**src/rtl/cjump_defs.svh**
```systemverilog
// constants for the conditional jump unit: opcodes, fields, offsets
`ifndef CJUMP_DEFS_SVH
`define CJUMP_DEFS_SVH

// ==========================================================
// code address and instruction fields
`define CJ_PC_W        10
`define CJ_OFF_W       5
`define CJ_REL_OPC     7'h12
`define CJ_ABS_OPC     6'h0f
`define CJ_ABS_TAIL    4'h4
`define CJ_SEL_MSB     8
`define CJ_SEL_LSB     5
`define CJ_POL_BIT     9
`define CJ_JRSEL_BIT   4
`define CJ_PC_RESET    10'h000

// ==========================================================
// register indices and byte addresses
`define CJ_IDX_CORE0   10'h101
`define CJ_IDX_CORE1   10'h102
`define CJ_ADDR_CORE0  ({`CJ_IDX_CORE0, 2'b00})
`define CJ_ADDR_CORE1  ({`CJ_IDX_CORE1, 2'b00})
`define CJ_ADDR_JTA    12'h000
`define CJ_ADDR_JTB    12'h004
`define CJ_ADDR_STAT   12'h008
`define CJ_CTL_RESET   16'h0000
`define CJ_JT_RESET    10'h000

// ==========================================================
// status register layout
`define CJ_STAT_KIND_LSB  16
`define CJ_STAT_TAKEN_BIT 20

`endif

```
**src/rtl/cjump_pkg.sv**
```systemverilog
// types used by the conditional jump unit for decode and register selection
package cjump_pkg;

    // ======================================================
    // decoded instruction class
    typedef enum logic [1:0] {
        kind_none,
        kind_rel,
        kind_abs
    } jump_kind_t;

    // ======================================================
    // register selected by an apb address
    typedef enum logic [2:0] {
        reg_none,
        reg_core0,
        reg_core1,
        reg_jta,
        reg_jtb,
        reg_stat
    } reg_sel_t;

endpackage : cjump_pkg

```
**src/rtl/ctl_bit_store.sv**
```systemverilog
// two-word store for the per-core control registers
`timescale 1ns/1ps
`default_nettype none
`include "cjump_defs.svh"

module ctl_bit_store #(
    parameter int WORDS = 2,
    parameter int W     = 16
) (
    input  wire logic           pclk,
    input  wire logic           presetn,
    input  wire logic           clk_en,
    input  wire logic           wr_en,
    input  wire logic           wr_index,
    input  wire logic [W-1:0]   wr_data,
    input  wire logic           rd_en,
    input  wire logic           rd_index,
    output logic      [W-1:0]   rd_data,
    output logic [WORDS*W-1:0]  words
);

    // ======================================================
    // storage words, each one a plain register with a single driver
    for (genvar i = 0; i < WORDS; i++) begin : g_word
        logic [W-1:0] word_q;
        always_ff @(posedge pclk or negedge presetn) begin
            if (!presetn) begin
                word_q <= `CJ_CTL_RESET;
            end else if (clk_en && wr_en && (wr_index == 1'(i))) begin
                word_q <= wr_data;
            end
        end
        // parallel view: jump logic must see all bits every cycle
        assign words[i*W +: W] = word_q;
    end

    // ======================================================
    // registered read port, loaded during the apb setup cycle
    always_ff @(posedge pclk or negedge presetn) begin
        if (!presetn) begin
            rd_data <= '0;
        end else if (clk_en && rd_en) begin
            rd_data <= words[rd_index*W +: W];
        end
    end

endmodule // ctl_bit_store

`default_nettype wire

```
**src/rtl/conditional_jump_unit.sv**
```systemverilog
// conditional jump decode, branch target and program counter
//
// The implementer's own choice: the APB register port.
`timescale 1ns/1ps
`default_nettype none
`include "cjump_defs.svh"

// Behaviour
// RQ1: relative jump opcode 0010010, selector, offset fields
// RQ2: true flag loads pc with relative target
// RQ3: offset is 5-bit signed, -16 to +15
// RQ4: target is jump address plus offset
// RQ5: test one alu flag named by selector
// RQ6: codes 0-4 completion and over/underflow flags
// RQ7: codes 5-8 sign, zero, multiply flags
// RQ8: codes 9/10 mask all ones, all zeros
// RQ9: code 11 not saturation, 12 positive mode
// RQ10: codes 13-15 carry, conversion sign, shift carry
// RQ11: absolute jump opcode 001111, tail 0100
// RQ12: matching control bit loads pc from jump register
// RQ13: absolute target reaches whole code memory
// RQ14: selector picks control bit 0 to 15
// RQ15: polarity picks active bit level
// RQ16: executing core's control register supplies the bit
// RQ17: untaken condition advances pc by one
// RQ18: register operand 0 first, 1 second target
// RQ19: sign extend to 10 bits, drop carry

module conditional_jump_unit #(
    parameter int PC_W = `CJ_PC_W
) (
    input  wire logic             pclk,
    input  wire logic             presetn,
    input  wire logic             clk_en,
    input  wire logic             psel,
    input  wire logic             penable,
    input  wire logic             pwrite,
    input  wire logic [11:0]      paddr,
    input  wire logic [31:0]      pwdata,
    output logic      [31:0]      prdata,
    output logic                  pready,
    output logic                  pslverr,
    input  wire logic             instr_valid,
    input  wire logic [15:0]      instr_word,
    input  wire logic             core_sel,
    input  wire logic             flag_op_done,
    input  wire logic             flag_ovf_s,
    input  wire logic             flag_unf_s,
    input  wire logic             flag_ovf_u,
    input  wire logic             flag_unf_u,
    input  wire logic             flag_sign,
    input  wire logic             flag_zero,
    input  wire logic             flag_mul_loss,
    input  wire logic             flag_mul_ovf,
    input  wire logic             mask_ones_flag,
    input  wire logic             mask_zeros_flag,
    input  wire logic             sat_enable,
    input  wire logic             positive_mode,
    input  wire logic             flag_carry,
    input  wire logic             flag_conv_sign,
    input  wire logic             flag_shift_carry,
    output logic      [PC_W-1:0]  program_counter,
    output logic                  jump_decoded,
    output logic                  jump_taken
);

    // ======================================================
    // decode helpers
    function automatic cjump_pkg::jump_kind_t decode_kind(
        input logic [15:0] w
    );
        if (w[15:9] == `CJ_REL_OPC) begin
            return cjump_pkg::kind_rel;
        end else if (w[15:10] == `CJ_ABS_OPC &&
                     w[3:0] == `CJ_ABS_TAIL) begin
            return cjump_pkg::kind_abs;
        end
        return cjump_pkg::kind_none;
    endfunction

    // one bit out of sixteen, for flags and control bits alike
    function automatic logic pick_bit(
        input logic [15:0] v,
        input logic [3:0]  s
    );
        return v[s];
    endfunction

    function automatic cjump_pkg::reg_sel_t decode_reg(
        input logic [11:0] a
    );
        case (a)
            `CJ_ADDR_CORE0: return cjump_pkg::reg_core0;
            `CJ_ADDR_CORE1: return cjump_pkg::reg_core1;
            `CJ_ADDR_JTA:   return cjump_pkg::reg_jta;
            `CJ_ADDR_JTB:   return cjump_pkg::reg_jtb;
            `CJ_ADDR_STAT:  return cjump_pkg::reg_stat;
            default:        return cjump_pkg::reg_none;
        endcase
    endfunction

    cjump_pkg::jump_kind_t  kind;
    cjump_pkg::jump_kind_t  last_kind;
    cjump_pkg::reg_sel_t    reg_sel;
    logic                   fire;
    logic [3:0]             sel;
    logic [15:0]            alu_cond;
    logic [31:0]            ctl_words;
    logic [15:0]            core0_control_bits;
    logic [15:0]            core1_control_bits;
    logic [15:0]            ctl_word;
    logic                   cond_true;
    logic [PC_W-1:0]        jump_target_a;
    logic [PC_W-1:0]        jump_target_b;
    logic [PC_W-1:0]        off_sext;
    logic [PC_W-1:0]        rel_target;
    logic [PC_W-1:0]        abs_target;
    logic [PC_W-1:0]        next_pc;
    logic                   last_taken;
    logic                   setup;
    logic                   access;
    logic                   sel_mem;
    logic [31:0]            own_rdata;
    logic [15:0]            mem_rdata;

    // ======================================================
    // instruction fields
    assign fire = clk_en && instr_valid;
    assign kind = decode_kind(instr_word);                  // [RQ1] [RQ11]
    assign sel  = instr_word[`CJ_SEL_MSB:`CJ_SEL_LSB];

    // flag vector indexed directly by the selector code
    assign alu_cond = {flag_shift_carry,                    // [RQ10]
                       flag_conv_sign,
                       flag_carry,
                       positive_mode,                       // [RQ9]
                       !sat_enable,
                       mask_zeros_flag,                     // [RQ8]
                       mask_ones_flag,
                       flag_mul_ovf,                        // [RQ7]
                       flag_mul_loss,
                       flag_zero,
                       flag_sign,
                       flag_unf_u,                          // [RQ6]
                       flag_ovf_u,
                       flag_unf_s,
                       flag_ovf_s,
                       flag_op_done};

    // the control word of whichever core is executing
    assign core0_control_bits = ctl_words[15:0];
    assign core1_control_bits = ctl_words[31:16];
    assign ctl_word = core_sel ? core1_control_bits
                               : core0_control_bits;        // [RQ16]

    // ======================================================
    // condition evaluation
    always_comb begin
        case (kind)
            cjump_pkg::kind_rel:
                cond_true = pick_bit(alu_cond, sel);        // [RQ5]
            cjump_pkg::kind_abs:
                cond_true = pick_bit(ctl_word, sel) ==      // [RQ14]
                            instr_word[`CJ_POL_BIT];        // [RQ15]
            default:
                cond_true = 1'b0;
        endcase
    end

    // ======================================================
    // targets; the sum wraps inside the code address width
    assign off_sext = {{(PC_W-`CJ_OFF_W){instr_word[`CJ_OFF_W-1]}},
                       instr_word[`CJ_OFF_W-1:0]};          // [RQ3] [RQ19]
    assign rel_target = program_counter + off_sext;         // [RQ4] [RQ19]
    assign abs_target = instr_word[`CJ_JRSEL_BIT] ?
                        jump_target_b : jump_target_a;      // [RQ18] [RQ13]

    always_comb begin
        next_pc = program_counter + PC_W'(1);               // [RQ17]
        if (kind == cjump_pkg::kind_rel && cond_true) begin
            next_pc = rel_target;                           // [RQ2]
        end else if (kind == cjump_pkg::kind_abs && cond_true) begin
            next_pc = abs_target;                           // [RQ12]
        end
    end

    // ======================================================
    // program counter, one step per accepted instruction
    always_ff @(posedge pclk or negedge presetn) begin
        if (!presetn) begin
            program_counter <= `CJ_PC_RESET;
        end else if (fire) begin
            program_counter <= next_pc;                     // [RQ2] [RQ12]
        end
    end

    // one-cycle flags and sticky record of the last jump seen
    always_ff @(posedge pclk or negedge presetn) begin
        if (!presetn) begin
            jump_decoded <= 1'b0;
            jump_taken   <= 1'b0;
            last_kind    <= cjump_pkg::kind_none;
            last_taken   <= 1'b0;
        end else if (clk_en) begin
            jump_decoded <= fire && kind != cjump_pkg::kind_none;
            jump_taken   <= fire && cond_true;
            if (fire && kind != cjump_pkg::kind_none) begin
                last_kind  <= kind;
                last_taken <= cond_true;
            end
        end
    end

    // ======================================================
    // apb slave: zero wait states unless the clock is frozen
    assign reg_sel = decode_reg(paddr);
    assign setup   = clk_en && psel && !penable;
    assign access  = clk_en && psel && penable;
    assign pready  = clk_en;
    assign pslverr = psel && penable &&
                     reg_sel == cjump_pkg::reg_none;

    // jump registers, written by software only
    always_ff @(posedge pclk or negedge presetn) begin
        if (!presetn) begin
            jump_target_a <= `CJ_JT_RESET;
            jump_target_b <= `CJ_JT_RESET;
        end else if (access && pwrite) begin
            if (reg_sel == cjump_pkg::reg_jta) begin
                jump_target_a <= pwdata[PC_W-1:0];
            end
            if (reg_sel == cjump_pkg::reg_jtb) begin
                jump_target_b <= pwdata[PC_W-1:0];
            end
        end
    end

    // read data is sampled at setup so the access phase needs no wait
    always_ff @(posedge pclk or negedge presetn) begin
        if (!presetn) begin
            own_rdata <= '0;
            sel_mem   <= 1'b0;
        end else if (setup) begin
            sel_mem   <= reg_sel == cjump_pkg::reg_core0 ||
                         reg_sel == cjump_pkg::reg_core1;
            own_rdata <= '0;
            case (reg_sel)
                cjump_pkg::reg_jta:
                    own_rdata[PC_W-1:0] <= jump_target_a;
                cjump_pkg::reg_jtb:
                    own_rdata[PC_W-1:0] <= jump_target_b;
                cjump_pkg::reg_stat: begin
                    own_rdata[PC_W-1:0] <= program_counter;
                    own_rdata[`CJ_STAT_KIND_LSB +: 2] <= last_kind;
                    own_rdata[`CJ_STAT_TAKEN_BIT] <= last_taken;
                end
                default:
                    own_rdata <= '0;
            endcase
        end
    end

    assign prdata = sel_mem ? {16'h0000, mem_rdata} : own_rdata;

    // control registers of both cores
    ctl_bit_store #(
        .WORDS (2),
        .W     (16)
    ) ctl_bit_store_inst (
        .pclk     (pclk),
        .presetn  (presetn),
        .clk_en   (clk_en),
        .wr_en    (psel && penable && pwrite &&
                   (reg_sel == cjump_pkg::reg_core0 ||
                    reg_sel == cjump_pkg::reg_core1)),
        .wr_index (reg_sel == cjump_pkg::reg_core1),
        .wr_data  (pwdata[15:0]),
        .rd_en    (setup),
        .rd_index (reg_sel == cjump_pkg::reg_core1),
        .rd_data  (mem_rdata),
        .words    (ctl_words)
    );

    // ======================================================
    // checks; helpers recompute targets independently
    logic [PC_W-1:0] chk_off;
    logic [PC_W-1:0] chk_abs;
    logic            chk_hit0;
    logic            chk_rel;
    logic            chk_absop;

    assign chk_off   = PC_W'($signed(instr_word[4:0]));
    assign chk_abs   = instr_word[4] ? jump_target_b : jump_target_a;
    assign chk_hit0  = core0_control_bits[instr_word[8:5]] ==
                       instr_word[9];
    assign chk_rel   = fire && instr_word[15:9] == 7'b0010010;
    assign chk_absop = fire && instr_word[15:10] == 6'b001111 &&
                       instr_word[3:0] == 4'b0100;
endmodule // conditional_jump_unit

`default_nettype wire

```
**config.mk**
```make
export PLATFORM = sky130hd
export DESIGN_NAME = conditional_jump_unit
export DESIGN_NICKNAME = d
export VERILOG_FILES = /design/src/rtl/cjump_pkg.sv /design/src/rtl/ctl_bit_store.sv /design/src/rtl/conditional_jump_unit.sv
export VERILOG_INCLUDE_DIRS = /design/src /design/src/rtl
export SDC_FILE = /design/constraint.sdc
export NUM_CORES = 1
export LEC_CHECK = 0
export BUFFER_PORTS_ARGS = -buffer_cell sky130_fd_sc_hd__buf_2
export CAP_MARGIN = 10
export CORE_UTILIZATION = 59
export CTS_BUF_LIST = sky130_fd_sc_hd__clkbuf_4 sky130_fd_sc_hd__clkbuf_8 sky130_fd_sc_hd__clkbuf_16
export DETAILED_ROUTE_END_ITERATION = 6
export GPL_TIMING_DRIVEN = 0
export PLACE_DENSITY = 0.95
export SYNTH_ARGS = -nofsm -noshare
export SYNTH_HDL_FRONTEND = slang
export SYNTH_HIERARCHICAL = 1
export SYNTH_SLANG_ARGS = --single-unit
export TNS_END_PERCENT = 100
```
**constraint.sdc**
```tcl
create_clock -name pclk -period 4.05 [get_ports pclk]
set_clock_uncertainty 0.2 [all_clocks]
set_input_delay 0.81 -clock pclk [delete_from_list [all_inputs] [get_ports pclk]]
set_output_delay 0.81 -clock pclk [all_outputs]
set_load 0.05 [all_outputs]
```
### After elaboration in Yosys (flattened, before gate mapping)

Cells that the tools add are included.

| word-level totals | value |
|---|---|
| memory bits (read-only) | 0 |
| bits in latches | 0 |
| register bits after elaboration | 97 |
| memories kept | 0 |
| input port bits | 84 |
| RAM bits | 0 |

| cells by class | value |
|---|---|
| equal/unequal tests | 15 |
| $mul | 0 |
| $add $sub $neg | 2 |
| mux-type cells | 19 |
| divide/modulo/power cells | 0 |
| $lt $le $gt $ge | 1 |
| bitwise gates (word level) | 1 |
| reductions and logical operators | 27 |
| shift-type cells | 1 |

Operator list:

| operator | number |
|---|---|
| $shiftx A32 B6 Y16 | 1 |
| $mux W10 | 3 |
| $pmux W10 S3 | 1 |
| $eq A12 B11 Y1 const B | 2 |
| $mux W21 | 1 |
| $logic_and A1 B1 Y1 | 18 |
| $mux W16 | 1 |
| $pmux W3 S5 | 1 |
| $eq A12 B3 Y1 const B | 1 |
| $eq A12 B4 Y1 const B | 1 |
| $logic_not A12 Y1 | 1 |
| $add A10 B1 Y10 const B | 1 |
| $add A10 B10 Y10 | 1 |
| $bmux W1 S4 | 2 |
| $mux W2 | 4 |
| $eq A7 B5 Y1 const B | 1 |
| $eq A3 B2 Y1 const B | 2 |
| $eq A3 B3 Y1 const B | 2 |
| $eq A6 B4 Y1 const B | 1 |
| $reduce_and A2 Y1 | 3 |
| $lt A4 B5 Y1 const B | 1 |
| $mux W1 | 5 |
| $eq A4 B3 Y1 const B | 1 |
| $eq A3 B1 Y1 const B | 1 |
| other kinds (9) | 10 |

### Logic depth before layout (Yosys ltp)

| depth | value |
|---|---|
| depth in word-level cells | 10 |
| depth in mapped cells | 10 |
| gate-level depth less buffers | 10 |

### Hierarchy

Netlist, hierarchy kept.

Modules (own cells, without submodules):

| module | instances | cells each | area an instance (µm²) |
|---|---|---|---|
| conditional_jump_unit | 1 | 396 | 3799.9 |
| ctl_bit_store | 1 | 141 | 2072.0 |

### Worst setup path after synthesis

No wires, ideal clock.

| path | value |
|---|---|
| path type | in2out |
| start point | input paddr[4] |
| end point | output pslverr |
| arrival | 2.349 ns |
| buffers on the path | 1 |
| slack | 0.691 ns |
| data required time | 3.040 ns |
| stages | 5 |
| cell sequence | nor4_1 nand3_1 nor4_1 clkbuf_1 nor3_1 |

| between the ends | value |
|---|---|
| longest elaborated chain between the ends | 4 |
| elaborated cells on any way between the ends | 8 |

Ends and longest elaborated chain:

| item | line | text |
|---|---|---|
| start, declared | conditional_jump_unit.sv:38 | `input wire logic [11:0] paddr,` |
| $eq A12 B4 Y1 (tied with other cells) | conditional_jump_unit.sv:92 | `case (a)` |
| $pmux W3 S5 * | conditional_jump_unit.sv:92 |  |
| $logic_not A3 Y1 * | conditional_jump_unit.sv:221 | `reg_sel == cjump_pkg::reg_none;` |
| $logic_and A1 B1 Y1 * | conditional_jump_unit.sv:220 | `assign pslverr = psel && penable &&` |
| end, declared | conditional_jump_unit.sv:42 | `output logic pslverr,` |

Mark *: on every way between the ends. The rest lies on a longest branch, timed or not.

### Worst setup path in the final report

| path | value |
|---|---|
| start point | input paddr[5] |
| end point | output pslverr |

Same word-level chain as after synthesis.

==> metrics <==
status=finished, final reports clean; CP Launch Point=paddr[5]; Core Box Area=just under 10000 sq um; setup TNS=0 ps; post-synthesis cell area=roughly 5900 sq um; port bufs=just under 100; drt pass-1 iters=5; Slew @ Worst Pin=948.5 ps; Resized cells post-CTS=0; WL/cell=between 15 and 20 microns; fmax=0.2630 GHz; Cell Area, Placed=about 6600 sq um; TritonCTS clock tree=yes; fin crit share=0.9387; Final setup viols=0; Final Instance Area=6769 sq um; maximum clock path buffer count=2; PwrDens=365.2 nW/um^2; share of cells above drive strength 1=0.3449; pin count of the biggest net entering global routing=70; Most used DFF post-synth=dfrtp_1; DRT Wirelength=approximately 15000 microns; starting DRC count in detailed routing=366; die area=around 10000 sq um; Max H-tree Level=3; placer congestion estimate=0.8579; FF+latch count, synth=97; fin crit period=around 3800 ps; Hold Path Class=in2async; hold_buf cts=0; setup repair after global routing missed its margin=no; top cell type's share of synthesized area=0.4134; Peak VDD IR=slightly below 0.3 mV; post-synth top area cell=dfrtp_1; vias in the first global route=around 4700; DR vias=just under 5000; grt ovf=0; top-count cell post-synth=dfrtp_1; worst path required time=about 3000 ps; CP Capture Type=output port; Clock Latency Late Sink=around 370 ps; # diodes=0; count of final max-slew check failures=0; synth top area cells=dfrtp_1 41%, mux2_2 10%, mux2i_1 7.0%; max cap viols=0; CP startpoint kind=input pin; Area Overhead vs Synth=15.28%; r2r worst-path depth=7; total of fill cells in the finished design=slightly below 700; reg2reg start=ctl_bit_store_inst/g_word[1].word_q[12]; final hold violation count=0; initial antenna violation count=0; CTS clk-pin slew, worst paths=approximately 90 ps; leakage=approximately 3.4 nW; first-pass GRT wire length=~23000 microns; crit-path max FO=10; sequential cell area fraction in the yosys report=0.4134; # IOs=130; Die Y=a little over 100 microns; Initial Util=0.6035; Root Buffer Master=clkbuf_8; DR vias/cell=between 6 and 7; Total Power=approximately 2.5 mW; commonest cells in the netlist=97 x dfrtp_1, 54 x mux2_2, 51 x a21oi_1; worst hold margin=~170 ps; Post-route DRC=0; Routed Antenna Nets=0; Post-synth EDFFs=0; Final HPWL DP=roughly 11000 microns; mean post-synth cell area=roughly 11 sq um; asr flop ratio synth=1.000; setup bufs post-CTS=0; slew margin rel.=0.3653; Yosys cell types=65; flop-to-flop setup slack=between 900 and 1000 ps; crit path DAT=2790 ps; post-synthesis cell count=537; fin util=0.6957; Sink Count=97; Die Width=just over 100 microns; num rows=36; Overall Global Routing Usage=0.3032; TritonCTS Buffers=9; critical path class=in2out; Syn. warnings=6; nets@finish=around 760; Worst R2R End=program_counter[7]
-- layout by cell type, fill, tap and decap left out, types with 3 or more instances in the layout --
cell type    n
mux2_2      54
xnor2_1      8
mux2i_1     41
o21ai_0     22
clkbuf_8     9
inv_1       14
a21oi_1     51
conb_1      13
nor3b_1      3
and3_1       4
nor4_1       5
or3_1        5
nor2_1      26
nand2_1     37
nand4_1      3
dfrtp_1     97
nor3_1       5
xor2_1       5
o22ai_1      4
and2_1       9
buf_4       16
mux4_2       7
buf_2      100
ha_1        10
buf_6        5
nor2b_1      5
nand3b_1     4
clkinv_2     4
nand2b_1     7
nand3_1     12
mux2_4      20
clkbuf_1    12
-- logic make-up (layout without fill, tap and decap cells) --
group / Yosys count / in the layout / synth area share
flops: 97 / 97 / 0.4134
other cells: 1 / 13 / 0.0006386
compound gates: 103 / 103 / 0.1074
simple gates: 135 / 135 / 0.1227
xor+xnor: 13 / 13 / 0.01939
fa+ha+maj: 11 / 11 / 0.02472
buf+inv: 53 / 168 / 0.05135
mux: 124 / 124 / 0.2604
-- final cells by class --
class | instances | area, sq um | area share
multi-input combinational | 399 | 3188 | 0.4710
sequential | 97 | 2427 | 0.3586
timing repair buffer | 100 | 525.5 | 0.07763
buffer | 39 | 249.0 | 0.03678
tap | 133 | 166.4 | 0.02458
clock buffer | 9 | 123.9 | 0.01830
inverter | 14 | 52.55 | 0.007763
clock inverter | 6 | 36.28 | 0.005360
-- worst max-delay path: stages --
cell      delay, ps
buf_2           100
nor4_1          270
nand3_1         200
nor4_1          540
clkbuf_1        520
nor3_1          110
buf_2           240
-- state kept, by name, indices dropped and copies added (netlist names) --
signal,count
ctl_bit_store_inst/g_word.word_q,32
ctl_bit_store_inst/rd_data,16
own_rdata,13
jump_target_a,10
jump_target_b,10
program_counter,10
last_kind,2
jump_decoded,1
jump_taken,1
last_taken,1
sel_mem,1
-- through the flow --
stage	cells	setup slack (ps)
3_3_place_gp	781	479.4
2_1_floorplan	549	690.6
4_1_cts	797	407.3
5_1_grt	797	164.8
6_report	797	248.3
3_5_place_dp	782	397.0
-- worst max-delay path by stage --
stage / endpoint / slack, ps / depth (start not counted)
2_1_floorplan: pslverr / 690 / 5
3_3_place_gp: program_counter[7] / 480 / 9
3_5_place_dp: program_counter[7] / 400 / 9
4_1_cts: pslverr / 410 / 7
5_1_grt: pslverr / 160 / 7
6_report: pslverr / 250 / 7
-- routing by layer --
| layer | global-route usage | vias up | wire length, microns |
|---|---|---|---|
| met5 | 0 | - | 0 |
| met3 | 0.04417 | 44 | 974 |
| met1 | 0.3767 | 2413 | 5835 |
| met4 | 0.1672 | 0 | 611 |
| li1 | - | 2175 | - |
| met2 | 0.5109 | 247 | 7596 |
-- power by group --
part / leakage [nW] / total [mW] / switching, mW / internal [mW]
clock network: 0.0846 / 0.549 / 0.333 / 0.217
logic: 1.99 / 0.777 / 0.485 / 0.292
registers: 1.28 / 1.15 / 0.107 / 1.04
No activity file was read; power rests on OpenSTA's default activity.
